===== src/ppc_pkg.sv =====
/*
 * Constants, register map and types for the ADC post-conversion computation unit.
 * Assumes one clock domain shared with the conversion core and the register port.
 */
package ppc_pkg;

   // ****************************************************************
   // Widths
   // ****************************************************************
   localparam int DATA_W = 16;
   localparam int RES_W  = 10;
   localparam int CNT_W  = 8;
   localparam int ADDR_W = 4;

   // ****************************************************************
   // Register word addresses
   // ****************************************************************
   localparam logic [ADDR_W-1:0] ADDR_CTRL    = 4'h0;
   localparam logic [ADDR_W-1:0] ADDR_REPEAT  = 4'h1;
   localparam logic [ADDR_W-1:0] ADDR_ACC_LO  = 4'h2;
   localparam logic [ADDR_W-1:0] ADDR_ACC_HI  = 4'h3;
   localparam logic [ADDR_W-1:0] ADDR_COUNT   = 4'h4;
   localparam logic [ADDR_W-1:0] ADDR_FILTER  = 4'h5;
   localparam logic [ADDR_W-1:0] ADDR_PREV    = 4'h6;
   localparam logic [ADDR_W-1:0] ADDR_STATUS  = 4'h7;
   localparam logic [ADDR_W-1:0] ADDR_MASK    = 4'h8;

   // ****************************************************************
   // Control register fields
   // ****************************************************************
   localparam int CTRL_MODE_LSB  = 0;
   localparam int CTRL_SHIFT_LSB = 4;
   localparam int CTRL_DSE_BIT   = 8;
   localparam int CTRL_CAP_BIT   = 9;
   localparam int CTRL_CLEAR_BIT = 12;
   localparam int CTRL_GO_BIT    = 13;

   // ****************************************************************
   // Status register fields (mask uses the same layout)
   // ****************************************************************
   localparam int STAT_DONE_BIT  = 0;
   localparam int STAT_THR_BIT   = 1;
   localparam int STAT_OVF_BIT   = 2;
   localparam int STAT_MATH_BIT  = 3;
   localparam int STAT_BUSY_BIT  = 4;
   localparam int IRQ_W          = 4;
   localparam logic [IRQ_W-1:0] IRQ_W1C_MASK = 4'hb;

   // ****************************************************************
   // Mode codes
   // ****************************************************************
   localparam logic [2:0] MODE_BASIC = 3'h0;
   localparam logic [2:0] MODE_ACCUM = 3'h1;
   localparam logic [2:0] MODE_AVG   = 3'h2;
   localparam logic [2:0] MODE_BURST = 3'h3;
   localparam logic [2:0] MODE_LPF   = 3'h4;

   // ****************************************************************
   // Counts and reset values
   // ****************************************************************
   localparam logic [CNT_W-1:0]  CNT_MAX      = 8'hff;
   localparam logic [CNT_W-1:0]  CNT_ONE      = 8'h01;
   localparam logic [2:0]        CLR_CYCLES   = 3'h5;
   localparam logic [CNT_W-1:0]  REPEAT_RST   = 8'h00;
   localparam logic [DATA_W-1:0] ZERO_WORD    = 16'h0000;

   typedef enum logic {CLR_IDLE, CLR_BUSY} ppc_clr_t;

endpackage


===== src/ppc_adc_compute.sv =====
/*
 * ADC post-conversion computation unit: accumulator, sample counter, filter
 * output, threshold-test event and interrupt, behind a simple register port.
 * Assumes the conversion core runs on ref_clk and gives a one-cycle done pulse
 * with the result beside it; the threshold condition itself is evaluated
 * outside and arrives as a level in the cycle of the done pulse.
 */
// The register offsets and the strobed register port were chosen for this implementation.
module ppc_adc_compute
   import ppc_pkg::*;
(
   input  wire logic              ref_clk,
   input  wire logic              rst_n,
   input  wire logic [ADDR_W-1:0] regAddr,
   input  wire logic [DATA_W-1:0] regWdata,
   input  wire logic              regWrite,
   input  wire logic              regRead,
   output logic      [DATA_W-1:0] regRdata,
   input  wire logic              convDone,
   input  wire logic [RES_W-1:0]  convResult,
   input  wire logic              convActive,
   input  wire logic              thresholdTrue,
   output logic                   convStart,
   output logic                   extraHoldCapOn,
   output logic                   irq
);

   // ****************************************************************
   // Declarations
   // ****************************************************************
   logic        [2:0]        compModeSel;
   logic        [2:0]        shiftSel;
   logic                     doubleSampleEn;
   logic                     capEnable;
   logic        [CNT_W-1:0]  repeatTarget;
   logic        [IRQ_W-1:0]  irqMask;
   logic signed [DATA_W-1:0] accumulator;
   logic        [CNT_W-1:0]  sampleCount;
   logic        [RES_W-1:0]  prevResult;
   logic                     accOverflow;
   logic                     convDoneFlag;
   logic                     thresholdFlag;
   logic                     mathReady;
   logic                     pairPhase;
   ppc_clr_t                 clrState;
   logic        [2:0]        clrCnt;
   logic                     clrBusy;
   logic                     clrWrite;
   logic                     goWrite;
   logic                     accumMode;
   logic                     restart;
   logic                     firstOfPair;
   logic signed [DATA_W-1:0] sampleVal;
   logic signed [DATA_W-1:0] accBase;
   logic signed [DATA_W:0]   sum17;
   logic                     sumOvf;
   logic        [CNT_W-1:0]  next_count;
   logic                     testNow;
   logic                     thresholdHit;
   logic signed [DATA_W-1:0] filterOutput;
   logic        [IRQ_W-1:0]  statusBits;

   function automatic logic wrHit(input logic [ADDR_W-1:0] off);
      return regWrite && (regAddr == off);
   endfunction

   function automatic logic w1c(input logic [ADDR_W-1:0] off, input int bitPos);
      return wrHit(off) && regWdata[bitPos];
   endfunction

   // ****************************************************************
   // Control registers
   // ****************************************************************
   always_ff @(posedge ref_clk or negedge rst_n) begin
      if (!rst_n) begin
         compModeSel    <= MODE_BASIC;
         shiftSel       <= 3'h0;
         doubleSampleEn <= 1'b0;
         capEnable      <= 1'b0;
      end else if (wrHit(ADDR_CTRL)) begin
         compModeSel    <= regWdata[CTRL_MODE_LSB +: 3];
         shiftSel       <= regWdata[CTRL_SHIFT_LSB +: 3];
         doubleSampleEn <= regWdata[CTRL_DSE_BIT];
         capEnable      <= regWdata[CTRL_CAP_BIT];
      end
   end

   always_ff @(posedge ref_clk or negedge rst_n) begin
      if (!rst_n) begin
         repeatTarget <= REPEAT_RST;
      end else if (wrHit(ADDR_REPEAT)) begin
         repeatTarget <= regWdata[CNT_W-1:0];
      end
   end

   always_ff @(posedge ref_clk or negedge rst_n) begin
      if (!rst_n) begin
         irqMask <= '0;
      end else if (wrHit(ADDR_MASK)) begin
         irqMask <= regWdata[IRQ_W-1:0];
      end
   end

   assign clrWrite = w1c(ADDR_CTRL, CTRL_CLEAR_BIT);
   assign goWrite  = w1c(ADDR_CTRL, CTRL_GO_BIT);

   // ****************************************************************
   // Accumulator clear sequencer
   // ****************************************************************
   always_ff @(posedge ref_clk or negedge rst_n) begin
      if (!rst_n) begin
         clrState <= CLR_IDLE;
         clrCnt   <= 3'h0;
      end else begin
         case (clrState)
            CLR_IDLE: begin
               if (clrWrite) begin
                  clrState <= CLR_BUSY;
                  clrCnt   <= CLR_CYCLES - 3'h1;
               end
            end
            CLR_BUSY: begin
               if (clrCnt == 3'h0) begin
                  clrState <= CLR_IDLE;
               end else begin
                  clrCnt <= clrCnt - 3'h1;
               end
            end
            default: begin
               clrState <= CLR_IDLE;
            end
         endcase
      end
   end

   assign clrBusy = (clrState == CLR_BUSY);

   // ****************************************************************
   // Sample path and arithmetic
   // ****************************************************************
   assign accumMode   = (compModeSel >= MODE_ACCUM) && (compModeSel <= MODE_LPF);
   assign firstOfPair = doubleSampleEn && !pairPhase;
   assign restart     = ((compModeSel == MODE_AVG) || (compModeSel == MODE_BURST))
                        && (sampleCount >= repeatTarget);

   always_comb begin
      if (doubleSampleEn) begin
         sampleVal = $signed({6'h00, convResult}) - $signed({6'h00, prevResult});
      end else begin
         sampleVal = $signed({6'h00, convResult});
      end
   end

   always_comb begin
      if (restart) begin
         accBase = ZERO_WORD;
      end else if (compModeSel == MODE_LPF) begin
         accBase = accumulator - (accumulator >>> shiftSel);
      end else begin
         accBase = accumulator;
      end
   end

   assign sum17  = {accBase[DATA_W-1], accBase} + {sampleVal[DATA_W-1], sampleVal};
   assign sumOvf = sum17[DATA_W] ^ sum17[DATA_W-1];

   always_comb begin
      if (!accumMode) begin
         next_count = sampleCount;
      end else if (restart) begin
         next_count = CNT_ONE;
      end else if (sampleCount == CNT_MAX) begin
         next_count = sampleCount;
      end else begin
         next_count = sampleCount + CNT_ONE;
      end
   end

   // ****************************************************************
   // Accumulator, counter, overflow, previous result
   // ****************************************************************
   always_ff @(posedge ref_clk or negedge rst_n) begin
      if (!rst_n) begin
         accumulator <= ZERO_WORD;
      end else if (clrBusy || (goWrite && compModeSel == MODE_BURST)) begin
         accumulator <= ZERO_WORD;
      end else if (convDone && accumMode) begin
         accumulator <= sum17[DATA_W-1:0];
      end
   end

   always_ff @(posedge ref_clk or negedge rst_n) begin
      if (!rst_n) begin
         sampleCount <= '0;
      end else if (clrBusy || (goWrite && compModeSel == MODE_BURST)) begin
         sampleCount <= '0;
      end else if (convDone) begin
         sampleCount <= next_count;
      end
   end

   always_ff @(posedge ref_clk or negedge rst_n) begin
      if (!rst_n) begin
         accOverflow <= 1'b0;
      end else if (clrBusy) begin
         accOverflow <= 1'b0;
      end else if (convDone && accumMode && sumOvf) begin
         accOverflow <= 1'b1;
      end
   end

   always_ff @(posedge ref_clk or negedge rst_n) begin
      if (!rst_n) begin
         prevResult <= '0;
         pairPhase  <= 1'b0;
      end else if (convDone) begin
         prevResult <= convResult;
         pairPhase  <= doubleSampleEn && !pairPhase;
      end else if (!doubleSampleEn) begin
         pairPhase <= 1'b0;
      end
   end

   // ****************************************************************
   // Threshold test and output value
   // ****************************************************************
   assign testNow = convDone && !firstOfPair
                    && (!accumMode || compModeSel == MODE_ACCUM
                        || next_count >= repeatTarget);
   assign thresholdHit = testNow && (thresholdTrue || accOverflow || (accumMode && sumOvf));

   assign filterOutput = (compModeSel == MODE_LPF) ? accumulator
                                                   : (accumulator >>> shiftSel);

   always_ff @(posedge ref_clk or negedge rst_n) begin
      if (!rst_n) begin
         convStart <= 1'b0;
      end else begin
         convStart <= goWrite
                      || (convDone && compModeSel == MODE_BURST && !clrBusy
                          && (firstOfPair || next_count < repeatTarget));
      end
   end

   always_ff @(posedge ref_clk or negedge rst_n) begin
      if (!rst_n) begin
         extraHoldCapOn <= 1'b0;
      end else begin
         extraHoldCapOn <= capEnable && !convActive;
      end
   end

   // ****************************************************************
   // Sticky status and interrupt
   // ****************************************************************
   always_ff @(posedge ref_clk or negedge rst_n) begin
      if (!rst_n) begin
         convDoneFlag <= 1'b0;
      end else if (convDone) begin
         convDoneFlag <= 1'b1;
      end else if (w1c(ADDR_STATUS, STAT_DONE_BIT)) begin
         convDoneFlag <= 1'b0;
      end
   end

   always_ff @(posedge ref_clk or negedge rst_n) begin
      if (!rst_n) begin
         thresholdFlag <= 1'b0;
      end else if (thresholdHit) begin
         thresholdFlag <= 1'b1;
      end else if (w1c(ADDR_STATUS, STAT_THR_BIT)) begin
         thresholdFlag <= 1'b0;
      end
   end

   always_ff @(posedge ref_clk or negedge rst_n) begin
      if (!rst_n) begin
         mathReady <= 1'b0;
      end else if (convDone && firstOfPair) begin
         mathReady <= 1'b1;
      end else if (w1c(ADDR_STATUS, STAT_MATH_BIT)) begin
         mathReady <= 1'b0;
      end
   end

   assign statusBits = {mathReady, accOverflow, thresholdFlag, convDoneFlag};

   always_ff @(posedge ref_clk or negedge rst_n) begin
      if (!rst_n) begin
         irq <= 1'b0;
      end else begin
         irq <= |(statusBits & irqMask);
      end
   end

   // ****************************************************************
   // Read port
   // ****************************************************************
   always_ff @(posedge ref_clk or negedge rst_n) begin
      if (!rst_n) begin
         regRdata <= ZERO_WORD;
      end else if (regRead) begin
         case (regAddr)
            ADDR_CTRL: begin
               regRdata <= ZERO_WORD;
               regRdata[CTRL_MODE_LSB +: 3]  <= compModeSel;
               regRdata[CTRL_SHIFT_LSB +: 3] <= shiftSel;
               regRdata[CTRL_DSE_BIT]        <= doubleSampleEn;
               regRdata[CTRL_CAP_BIT]        <= capEnable;
               regRdata[CTRL_CLEAR_BIT]      <= clrBusy;
            end
            ADDR_REPEAT: regRdata <= {8'h00, repeatTarget};
            ADDR_ACC_LO: regRdata <= {8'h00, accumulator[7:0]};
            ADDR_ACC_HI: regRdata <= {8'h00, accumulator[15:8]};
            ADDR_COUNT:  regRdata <= {8'h00, sampleCount};
            ADDR_FILTER: regRdata <= filterOutput;
            ADDR_PREV:   regRdata <= {6'h00, prevResult};
            ADDR_STATUS: regRdata <= {11'h000, clrBusy, statusBits};
            ADDR_MASK:   regRdata <= {12'h000, irqMask};
            default:     regRdata <= ZERO_WORD;
         endcase
      end else begin
         regRdata <= ZERO_WORD;
      end
   end
endmodule


===== config.mk =====
export PLATFORM = sky130hd
export DESIGN_NAME = ppc_adc_compute
export DESIGN_NICKNAME = d
export VERILOG_FILES = /design/src/ppc_pkg.sv /design/src/ppc_adc_compute.sv
export SDC_FILE = /design/constraint.sdc
export NUM_CORES = 1
export LEC_CHECK = 0
export BUFFER_PORTS_ARGS = -buffer_cell sky130_fd_sc_hd__buf_2
export CORE_ASPECT_RATIO = 0.5
export CORE_MARGIN = 2
export CORE_UTILIZATION = 30
export CTS_CLUSTER_DIAMETER = 100
export DETAILED_ROUTE_END_ITERATION = 16
export PLACE_DENSITY = 0.53
export SYNTH_ARGS = -nofsm -noshare
export SYNTH_HDL_FRONTEND = slang
export SYNTH_SLANG_ARGS = --single-unit

===== constraint.sdc =====
create_clock -name ref_clk -period 4.96 [get_ports ref_clk]
set_clock_uncertainty 0.05 [all_clocks]
set_input_delay 0.248 -clock ref_clk [delete_from_list [all_inputs] [get_ports ref_clk]]
set_output_delay 0.248 -clock ref_clk [all_outputs]
set_load 0.03 [all_outputs]

==> results of run 1 <==
[state kept, by name (all words and copies together), names as in the netlist, 3 cells and up]
register      cells
irqMask           4
repeatTarget      8
regRdata         16
accumulator      16
sampleCount       8
compModeSel       3
prevResult       10
shiftSel          3
clrCnt            3
[worst register-to-register path, delay by kind of cell, from the launching register on]
family | cells | cell delay, ps
AO/OA/AOI/OAI | 11 | 1920
multiplexers | 3 | 610
buffers and inverters | 4 | 600
adder cells (fa/ha/maj) | 2 | 590
flip-flops | 1 | 490
AND/OR/NAND/NOR | 3 | 410
[routing by layer]
metal	global-route usage, %	vias up	routed length, µm
met5	0	-	0
met4	5.46	0	466
met3	2.80	35	735
met2	29.3	122	10400
met1	25.5	3313	10900
li1	-	3223	-
[logic make-up (layout without fill, tap and decap cells)]
logic type / count (synthesis) / in the layout
xor+xnor: 29 / 29
simple gates: 252 / 252
buf+inv: 85 / 170
mux: 67 / 67
fa+ha+maj: 63 / 63
flops: 82 / 82
compound gates: 257 / 257
[power breakdown]
group	switching [mW]	internal, mW
Clock	0.313	0.449
Sequential	0.222	0.828
Combinational	2.06	1.71
Total	2.60	2.99
[worst min path at each step]
stage,end,cells past startpoint
floorplan,accOverflow,0
global placement,prevResult[9],1
detailed placement,prevResult[9],1
CTS,doubleSampleEn,3
global route,prevResult[3],3
finish,doubleSampleEn,3
[cells in the mapped netlist (all sizes together), types with 5 or more instances]
master / instances
nand2: 90
dfrtp: 82
a21oi: 64
ha: 60
nor2: 60
o21ai: 54
inv: 42
mux2i: 37
mux2: 27
clkbuf: 26
a211oi: 21
nor2b: 20
buf: 17
nor3: 16
xnor2: 16
o21a: 14
xor2: 13
a21o: 12
a22oi: 11
nand3: 11
a31oi: 10
and2: 9
and3: 9
o22ai: 9
o211ai: 8
o31ai: 8
nand2b: 7
nand4: 7
or2: 7
o221ai: 6
or3: 6
a221oi: 5
[area by class of cell]
| class | instances | area share [%] |
|---|---|---|
| clock inverter | 7 | 1.22 |
| sequential | 82 | 24.1 |
| timing repair buffer | 112 | 8.81 |
| tap | 307 | 4.51 |
| multi-input combinational | 668 | 56.8 |
| clock buffer | 9 | 2.65 |
| inverter | 42 | 1.85 |
[what timing repair did]
item	4_1_cts	5_1_grt
hold buffers	2	0
setup endpoints to repair	2	7
buffers inserted	0	6
hold endpoints to repair	34	0
resized for setup	3	34
pin swaps	1	11
[placed cells by master (no fill, tap or decap), types with 10 or more instances in the layout]
cell,netlist,routed
nand2_1,90,90
dfrtp_1,82,81
o21ai_0,54,51
nor2b_1,20,20
ha_1,60,58
mux2_2,27,27
buf_2,10,50
nand3_1,11,10
a21o_1,12,12
xnor2_1,16,16
a211oi_1,21,18
inv_1,42,42
nor2_1,60,59
a22oi_1,11,11
nor3_1,15,15
o21a_1,14,13
xor2_1,13,13
mux2i_1,37,34
a21oi_1,64,60
buf_4,2,57
[per-stage QoR]
| step | area (µm²) | setup WS, ps | TNS (ps) | power, mW | cells |
|---|---|---|---|---|---|
| after floorplan | 7090 | 128 | 0 | 3.39 | 835 |
| after global placement | 7970 | -70.8 | -108 | 4.49 | 1203 |
| after detailed placement | 7970 | -124 | -200 | 4.52 | 1203 |
| after CTS | 8320 | 2.95 | 0 | 5.33 | 1221 |
| after global routing | 8510 | 9.53 | 0 | 6.04 | 1227 |
| final | 8510 | 181 | 0 | 5.58 | 1227 |
==> flow_summary.json, run 1 <==
{
  "status": "finished, final reports clean",
  "finalSetupViolCount": 0,
  "n_antenna_cell": 0,
  "clockRootBuffer": "clkbuf_16",
  "slowest_stage": "dfrtp_2",
  "synth_top_family_by_area": "compound AO/OA/AOI/OAI gates",
  "r2r-start": "shiftSel[1]",
  "grt_pass1_wl_um": 36100,
  "syn_inst": 835,
  "worst_pin_slew_ps": 987,
  "synth.avg_cell_area_um2": 8.49,
  "synth_compound_area_share_pct": 23.8,
  "setup.worst_path.class": "reg -> reg",
  "grt_max_degree": 50,
  "final_util_pct": 37.0,
  "hold_class": "in -> reg",
  "r2r-end": "thresholdFlag",
  "slew_headroom_pct": 34.2,
  "htree_levels": 3,
  "fp.coreArea_um2": 23000,
  "first_pass_iters": 5,
  "endpoint_kind": "flip-flop",
  "cp.required_ps": 5150,
  "yosys.area_share.simple_pct": 16.9,
  "clockBufferDepth": 2,
  "hold_start": "regWdata[8]",
  "seq_area_frac_synth_pct": 28.9,
  "grt-ovfl-total": 0,
  "synth_area_leaders": "dfrtp_1 (29%), ha_1 (11%), mux2i_1 (5.2%)",
  "final_nets": 1015,
  "gr-usage-all-layers_pct": 18.2,
  "critPathTopFamily": "compound AO/OA/AOI/OAI gates",
  "clk_pin_slew_ps": 80,
  "max_freq_ghz": 0.209,
  "final_antenna_net_count": 0,
  "drive_gt1_share_pct": 21.6,
  "cts_buffers": 9,
  "syn-cell-area_um2": 7090,
  "die_height_um": 113,
  "multi_input_area_um2": 4840,
  "yosysWarnings": 0,
  "dieArea_um2": 24900,
  "post_drt_wl_per_cell_um": 18.3,
  "power_density_nw_per_um2": 656,
  "min_period_ps": 4780,
  "p_leak_nw": 3.82,
  "min_period_over_period_pct": 96.3,
  "rr_worst_depth": 23,
  "slowest_delay_ps": 490,
  "crit_chain": "mux2i_2 -> mux2i_1 -> buf_4 -> buf_4 -> mux2i_2 -> ha_1 -> o21a_1 -> o21a_1 -> o211ai_1 -> o21bai_2 -> a211oi_1 -> o21a_1 -> o32ai_2 -> ha_1 -> and2_1 -> and3_1 -> a221oi_2 -> buf_4 -> nand2_1 -> o22a_1 -> o221ai_2 -> buf_6 -> o221ai_1",
  "wl_um": 22500,
  "seqCellArea_um2": 2050,
  "startpoint": "shiftSel[1]",
  "area_growth_pct": 20.1,
  "cts.sinks": 82,
  "worstSetupStartpointType": "flip-flop",
  "synth_top_cell_by_area": "dfrtp_1",
  "peakVddDrop_v": 0.000232,
  "antenna_found_initial": 0,
  "num_rows": 39,
  "worstSetupPathDepth": 23,
  "syn_nets": 935,
  "gp_congestion": 0.885,
  "ios": 56,
  "die_x_um": 221,
  "synth-xor-area-share_pct": 3.58,
  "synth.top_cell.area_share_pct": 28.9,
  "synth_seq_cells": 82,
  "synth_ff_type": "dfrtp_1",
  "cp-endpoint": "thresholdFlag",
  "fill_cells": 2356,
  "grt_pass1_vias": 6487,
  "finalMaxSlewViolations": 0,
  "cts_tree": "built",
  "async_flop_share_pct": 100,
  "start_util_pct": 30.8,
  "place.port_buffers": 51,
  "via_count": 6693,
  "drt-initial-drc-count": 393,
  "r2r_slack_ps": 180,
  "rsz0062_at_grt": "false",
  "post-route-drc-count": 0,
  "path_max_fanout": 6,
  "finalHoldViolations": 0,
  "path_buf_inv": 4,
  "clock_latency_ps": 360,
  "place_hpwl_um": 17300,
  "yosysUniqueCellTypes": 65,
  "crit_arrival_ps": 4960,
  "synthAdderAreaFrac_pct": 11.4,
  "whs_ps": 50.9,
  "synth-edff-count": 0,
  "vias_per_cell": 5.45,
  "maxCapViolCount": 0,
  "muxShareOfSynthArea_pct": 10.5
}
(Power assumes the default switching activity.)
==> run 2, diff against run 1 <==
--- a/config.mk
+++ b/config.mk
@@ -6,12 +6,14 @@
 export NUM_CORES = 1
 export LEC_CHECK = 0
 export BUFFER_PORTS_ARGS = -buffer_cell sky130_fd_sc_hd__buf_2
+export CELL_PAD_IN_SITES_DETAIL_PLACEMENT = 2
+export CELL_PAD_IN_SITES_GLOBAL_PLACEMENT = 2
 export CORE_ASPECT_RATIO = 0.5
 export CORE_MARGIN = 2
 export CORE_UTILIZATION = 30
 export CTS_CLUSTER_DIAMETER = 100
 export DETAILED_ROUTE_END_ITERATION = 16
-export PLACE_DENSITY = 0.53
+export PLACE_DENSITY = 0.76
 export SYNTH_ARGS = -nofsm -noshare
 export SYNTH_HDL_FRONTEND = slang
 export SYNTH_SLANG_ARGS = --single-unit
==> run 2 against run 1 <==
Effect of this change:
- the flow now finishes with violations (setup timing)
- sequential share of layout area is 0.37 points lower
- die area unchanged
- critical path depth did not move
- wire length up 28%
==> flow_summary.json, run 2 (synthesis results as in run 1) <==
{
  "status": "finished, violations left",
  "violations": "setup timing",
  "placed_area_um2": 8090,
  "clockRootBuffer": "clkbuf_16",
  "vias_per_cell": 5.66,
  "crit_arrival_ps": 5190,
  "rsz0062_at_grt": "true",
  "endpoint_kind": "flip-flop",
  "grt_pass1_wl_um": 44500,
  "sw_frac_of_total_pct": 49.2,
  "clock_latency_ps": 370,
  "htree_levels": 3,
  "p_sw_mw": 2.97,
  "finalMaxSlewViolations": 0,
  "fin_area_um2": 8650,
  "drt-initial-drc-count": 401,
  "largest_registers": "accumulator (16), regRdata (16), prevResult (10)",
  "cts_buffers": 9,
  "first_pass_iters": 5,
  "power_frac_clock_pct": 11.2,
  "worstSetupStartpointType": "flip-flop",
  "power_density_nw_per_um2": 697,
  "clockBufferDepth": 2,
  "grt_pass1_vias": 7708,
  "fp.coreArea_um2": 23000,
  "p_leak_nw": 3.87,
  "min_period_ps": 5000,
  "gr-usage-all-layers_pct": 22.7,
  "place.port_buffers": 51,
  "peakVddDrop_v": 0.000243,
  "placed_cells": 1219,
  "dieArea_um2": 24900,
  "antenna_found_initial": 2,
  "ios": 56,
  "worst_pin_slew_ps": 1130,
  "via_count": 7041,
  "final_cells": 1243,
  "n_antenna_cell": 0,
  "maxCapViolCount": 0,
  "cp.required_ps": 5150,
  "cts.sinks": 82,
  "post-route-drc-count": 0,
  "place_hpwl_um": 21500,
  "layout_commonest_cell": "nand2_1",
  "area_growth_pct": 22.0,
  "comb_power_share_pct": 71.1,
  "slew_headroom_pct": 24.7,
  "cts_tree": "built",
  "post_drt_wl_per_cell_um": 23.1,
  "grt_max_degree": 83,
  "finalHoldViolations": 0,
  "hold_class": "in -> async",
  "grt-ovfl-total": 0,
  "final_antenna_net_count": 0,
  "drive_gt1_share_pct": 24.6,
  "p_int_mw": 3.06,
  "wl_um": 28700,
  "gp_congestion": 0.871,
  "num_rows": 39,
  "min_period_over_period_pct": 101,
  "rr_worst_depth": 23,
  "final_nets": 1031,
  "start_util_pct": 30.8,
  "finalSetupViolCount": 2,
  "die_height_um": 113,
  "worst_slack_ps": -37.9,
  "path_max_fanout": 13,
  "setup.worst_path.class": "reg -> reg",
  "max_freq_ghz": 0.200,
  "clk_pin_slew_ps": 70,
  "most-common-layout-cells": "nand2_1 (89), dfrtp_1 (80), buf_4 (73)",
  "fill_cells": 2573,
  "die_x_um": 221,
  "seqPwrFrac_pct": 17.7
}
-- run 2: worst paths after layout --
check	startpoint	endpoint	slack (ps)
setup / recovery	shiftSel[1]	thresholdFlag	-40
hold / removal	rst_n	clrCnt[2]	20
setup reg to reg	shiftSel[1]	thresholdFlag	-40
hold reg to reg	clrCnt[0]	clrCnt[0]	430
max in group asynchronous	rst_n	shiftSel[1]	4010
min in group ref_clk	regWdata[8]	doubleSampleEn	30
-- run 2: cell type report --
cell class              count  area (µm²)  area share, %
inverters                  42         158           1.82
clock inverters             7        58.8          0.680
multi-input cells         668        4900           56.6
clock buffers               9         225           2.60
repair buffers            128         871           10.1
flip-flops and latches     82        2050           23.8
well taps                 307         384           4.44
-- run 2: stage by stage --
stage / power (mW) / setup TNS, ps / util (%) / worst slack (ps) / hold WS (ps)
finish: 6.03 / -48.8 / 37.6 / -37.9 / 23.1
detailed placement: 4.90 / -1110 / 35.2 / -323 / 358
floorplan: 3.39 / 0 / - / 128 / -97.6
global placement: 4.66 / -15.3 / 35.2 / -15.3 / 351
global route: 6.48 / -1150 / 37.6 / -299 / 62.4
CTS: 5.71 / 0 / 36.9 / 19.4 / 28.2
-- run 2: power by group through the flow --
stage          Clock (mW)  Combinational (mW)  Sequential (mW)
3_3_place_gp            0                3.61             1.05
3_5_place_dp            0                3.83             1.07
5_1_grt             0.713                4.67             1.09
6_report            0.677                4.29             1.07
2_1_floorplan           0                2.39            0.999
4_1_cts             0.688                3.97             1.06
-- run 2: what timing repair did --
| action | 4_1_cts | 5_1_grt |
|---|---|---|
| endpoints found under the setup margin | 8 | 10 |
| hold endpoints to repair | 1 | 0 |
| gates resized for setup | 17 | 40 |
| pin swaps | 3 | 18 |
| buffers inserted | 4 | 3 |
| hold buffers | 1 | 0 |
-- run 2: metal layers --
layer / vias up / track usage, % / share of wire, %
met5: - / 0 / 0.11
met4: 4 / 5.82 / 2.2
met3: 40 / 3.22 / 2.8
met2: 102 / 40.1 / 50
met1: 3639 / 29.4 / 45
li1: 3256 / - / -
-- run 2: worst max-delay path, stage by stage, from the launching register on --
cell	delay, ps
dfrtp_2	490
buf_12	180
buf_4	130
mux2i_1	280
mux2i_1	130
mux2i_1	240
ha_1	320
a21o_1	200
a21o_1	190
a21oi_4	230
nor2_4	60
a211oi_2	260
xor2_1	200
o22ai_1	90
ha_1	340
and2_4	170
and3_4	180
a221oi_2	320
buf_4	190
nand2_2	40
o22a_1	160
o221ai_2	150
buf_6	150
o221ai_2	80
==> run 3, diff against run 2 <==
--- a/config.mk
+++ b/config.mk
@@ -14,6 +14,7 @@
 export CTS_CLUSTER_DIAMETER = 100
 export DETAILED_ROUTE_END_ITERATION = 16
 export PLACE_DENSITY = 0.76
+export RECOVER_POWER = 25
 export SYNTH_ARGS = -nofsm -noshare
 export SYNTH_HDL_FRONTEND = slang
 export SYNTH_SLANG_ARGS = --single-unit
==> run 3 against run 2 <==
Effect of this change:
- the run ends with capacitance limit, slew limit, setup timing left
- via count rose by 0.47%
- clock power barely moved
- register-to-register slack got worse by 40 ps
- non-clock buffer count did not move
- design area barely moved
- maximum frequency fell by 0.76%
- sequential share of layout area barely moved
- flip-flop and latch count did not move
- combinational power barely moved
- cell count did not move
- worst hold slack improved by 3.8 ps
- critical path type unchanged
- largest cell class unchanged
- highest routed layer unchanged
==> flow_summary.json, run 3 (synthesis results as in run 1) <==
{
  "critPathTopFamily": "compound AO/OA/AOI/OAI gates",
  "hold_class": "in -> reg",
  "whs_ps": 26.8,
  "r2r-start": "shiftSel[1]",
  "grt-ovfl-total": 0,
  "violations": "capacitance limit, slew limit, setup timing",
  "power_density_nw_per_um2": 698,
  "path_max_fanout": 5,
  "multi_input_area_um2": 4900,
  "whs_endpoint": "doubleSampleEn",
  "setup.worst_path.class": "reg -> reg",
  "gp_congestion": 0.871,
  "ios": 56,
  "final_nets": 1031,
  "maxCapViolCount": 2,
  "drive_gt1_share_pct": 24.4,
  "slew_headroom_pct": -49.2,
  "post_drt_wl_per_cell_um": 23.1,
  "wl_um": 28800,
  "worst_slack_ps": -76.2,
  "min_period_over_period_pct": 102,
  "final_cells": 1243,
  "r2r_slack_ps": -80,
  "status": "finished, violations left",
  "hold_start": "regWdata[8]",
  "clk_pin_slew_ps": 80,
  "die_x_um": 221,
  "r2r-end": "thresholdFlag",
  "gr-usage-all-layers_pct": 22.7,
  "antenna_found_initial": 2,
  "largest_registers": "accumulator (16), regRdata (16), prevResult (10)",
  "worst_pin_slew_ps": 2240,
  "placed_cells": 1219,
  "crit_arrival_ps": 5220,
  "grt_pass1_wl_um": 44500,
  "fill_cells": 2575,
  "grt_pass1_vias": 7708,
  "htree_levels": 3,
  "rr_worst_depth": 25,
  "layout_commonest_cell": "nand2_1",
  "placed_area_um2": 8090,
  "endpoint_kind": "flip-flop",
  "slowest_stage": "dfrtp_2",
  "area_growth_pct": 21.9,
  "die_height_um": 113,
  "path_buf_inv": 4,
  "vias_per_cell": 5.69,
  "most-common-layout-cells": "nand2_1 (89), dfrtp_1 (80), buf_4 (72)",
  "worstSetupStartpointType": "flip-flop",
  "finalMaxSlewViolations": 117,
  "fin_area_um2": 8640,
  "place.port_buffers": 51,
  "max_freq_ghz": 0.199,
  "fp.coreArea_um2": 23000,
  "clockBufferDepth": 2,
  "post-route-drc-count": 0,
  "n_antenna_cell": 0,
  "rsz0062_at_grt": "true",
  "drt-initial-drc-count": 400,
  "start_util_pct": 30.8,
  "clock_latency_ps": 370,
  "dieArea_um2": 24900,
  "cts.sinks": 82,
  "grt_max_degree": 83,
  "finalSetupViolCount": 2,
  "final_antenna_net_count": 0,
  "via_count": 7074,
  "cts_buffers": 9,
  "finalHoldViolations": 0,
  "clockRootBuffer": "clkbuf_16",
  "cp.required_ps": 5150,
  "min_period_ps": 5040,
  "slowest_delay_ps": 490,
  "cts_tree": "built",
  "first_pass_iters": 7,
  "seqCellArea_um2": 2050,
  "hold_path_depth": 3,
  "num_rows": 39,
  "p_leak_nw": 3.87,
  "place_hpwl_um": 21500,
  "tns_ps": -125,
  "peakVddDrop_v": 0.000244
}
## run 3: cell types whose count changed in the layout (fill, tap and decap cells not counted), sizes merged
cell    change
clkbuf      +3
buf         -3
## run 3: how the worst max path moves through the flow
stage,start,endpoint,slack [ps],depth (start not counted)
3_5_place_dp,shiftSel[1],thresholdFlag,-320,23
2_1_floorplan,shiftSel[0],accumulator[15],130,23
4_1_cts,shiftSel[1],thresholdFlag,20,22
6_report,shiftSel[1],thresholdFlag,-80,25
5_1_grt,shiftSel[1],thresholdFlag,-300,24
3_3_place_gp,shiftSel[1],thresholdFlag,-20,23
## run 3: worst min-delay path: cells and delay by family
family                 cells  cell delay [ps]
buffers and inverters      1               70
AND/OR/NAND/NOR            1               30
AO/OA/AOI/OAI              1               50
## run 3: what timing repair did
item	4_1_cts	5_1_grt
pin swaps	3	18
buffers inserted	4	3
endpoints found under the setup margin	8	10
endpoints found under the hold margin	1	0
hold buffers	1	0
gates resized for setup	17	40
## run 3: final cells by class
type	instances	share of cell area, %
multi-input cells	668	56.7
flip-flops and latches	82	23.8
repair buffers	128	10.0
well taps	307	4.44
clock buffers	9	2.61
inverters	42	1.82
clock inverters	7	0.680
## run 3: report_power, final
part / switching [mW] / internal, mW / total, mW
registers: 0.240 / 0.828 / 1.07
clock network: 0.330 / 0.349 / 0.679
logic: 2.40 / 1.89 / 4.29
total: 2.97 / 3.06 / 6.03
## run 3: routing by layer
metal	track usage, %	share of wire (%)
met3	3.22	2.9
met5	0	0.094
met2	40.1	50
met1	29.4	45
met4	5.82	2.1
## run 3: metrics by stage
step           total power [mW]  util (%)  setup slack [ps]
2_1_floorplan              3.39         -               128
3_3_place_gp               4.66      35.2             -15.3
3_5_place_dp               4.90      35.2              -323
4_1_cts                    5.71      36.9              19.4
5_1_grt                    6.48      37.6              -299
6_report                   6.03      37.6             -76.2
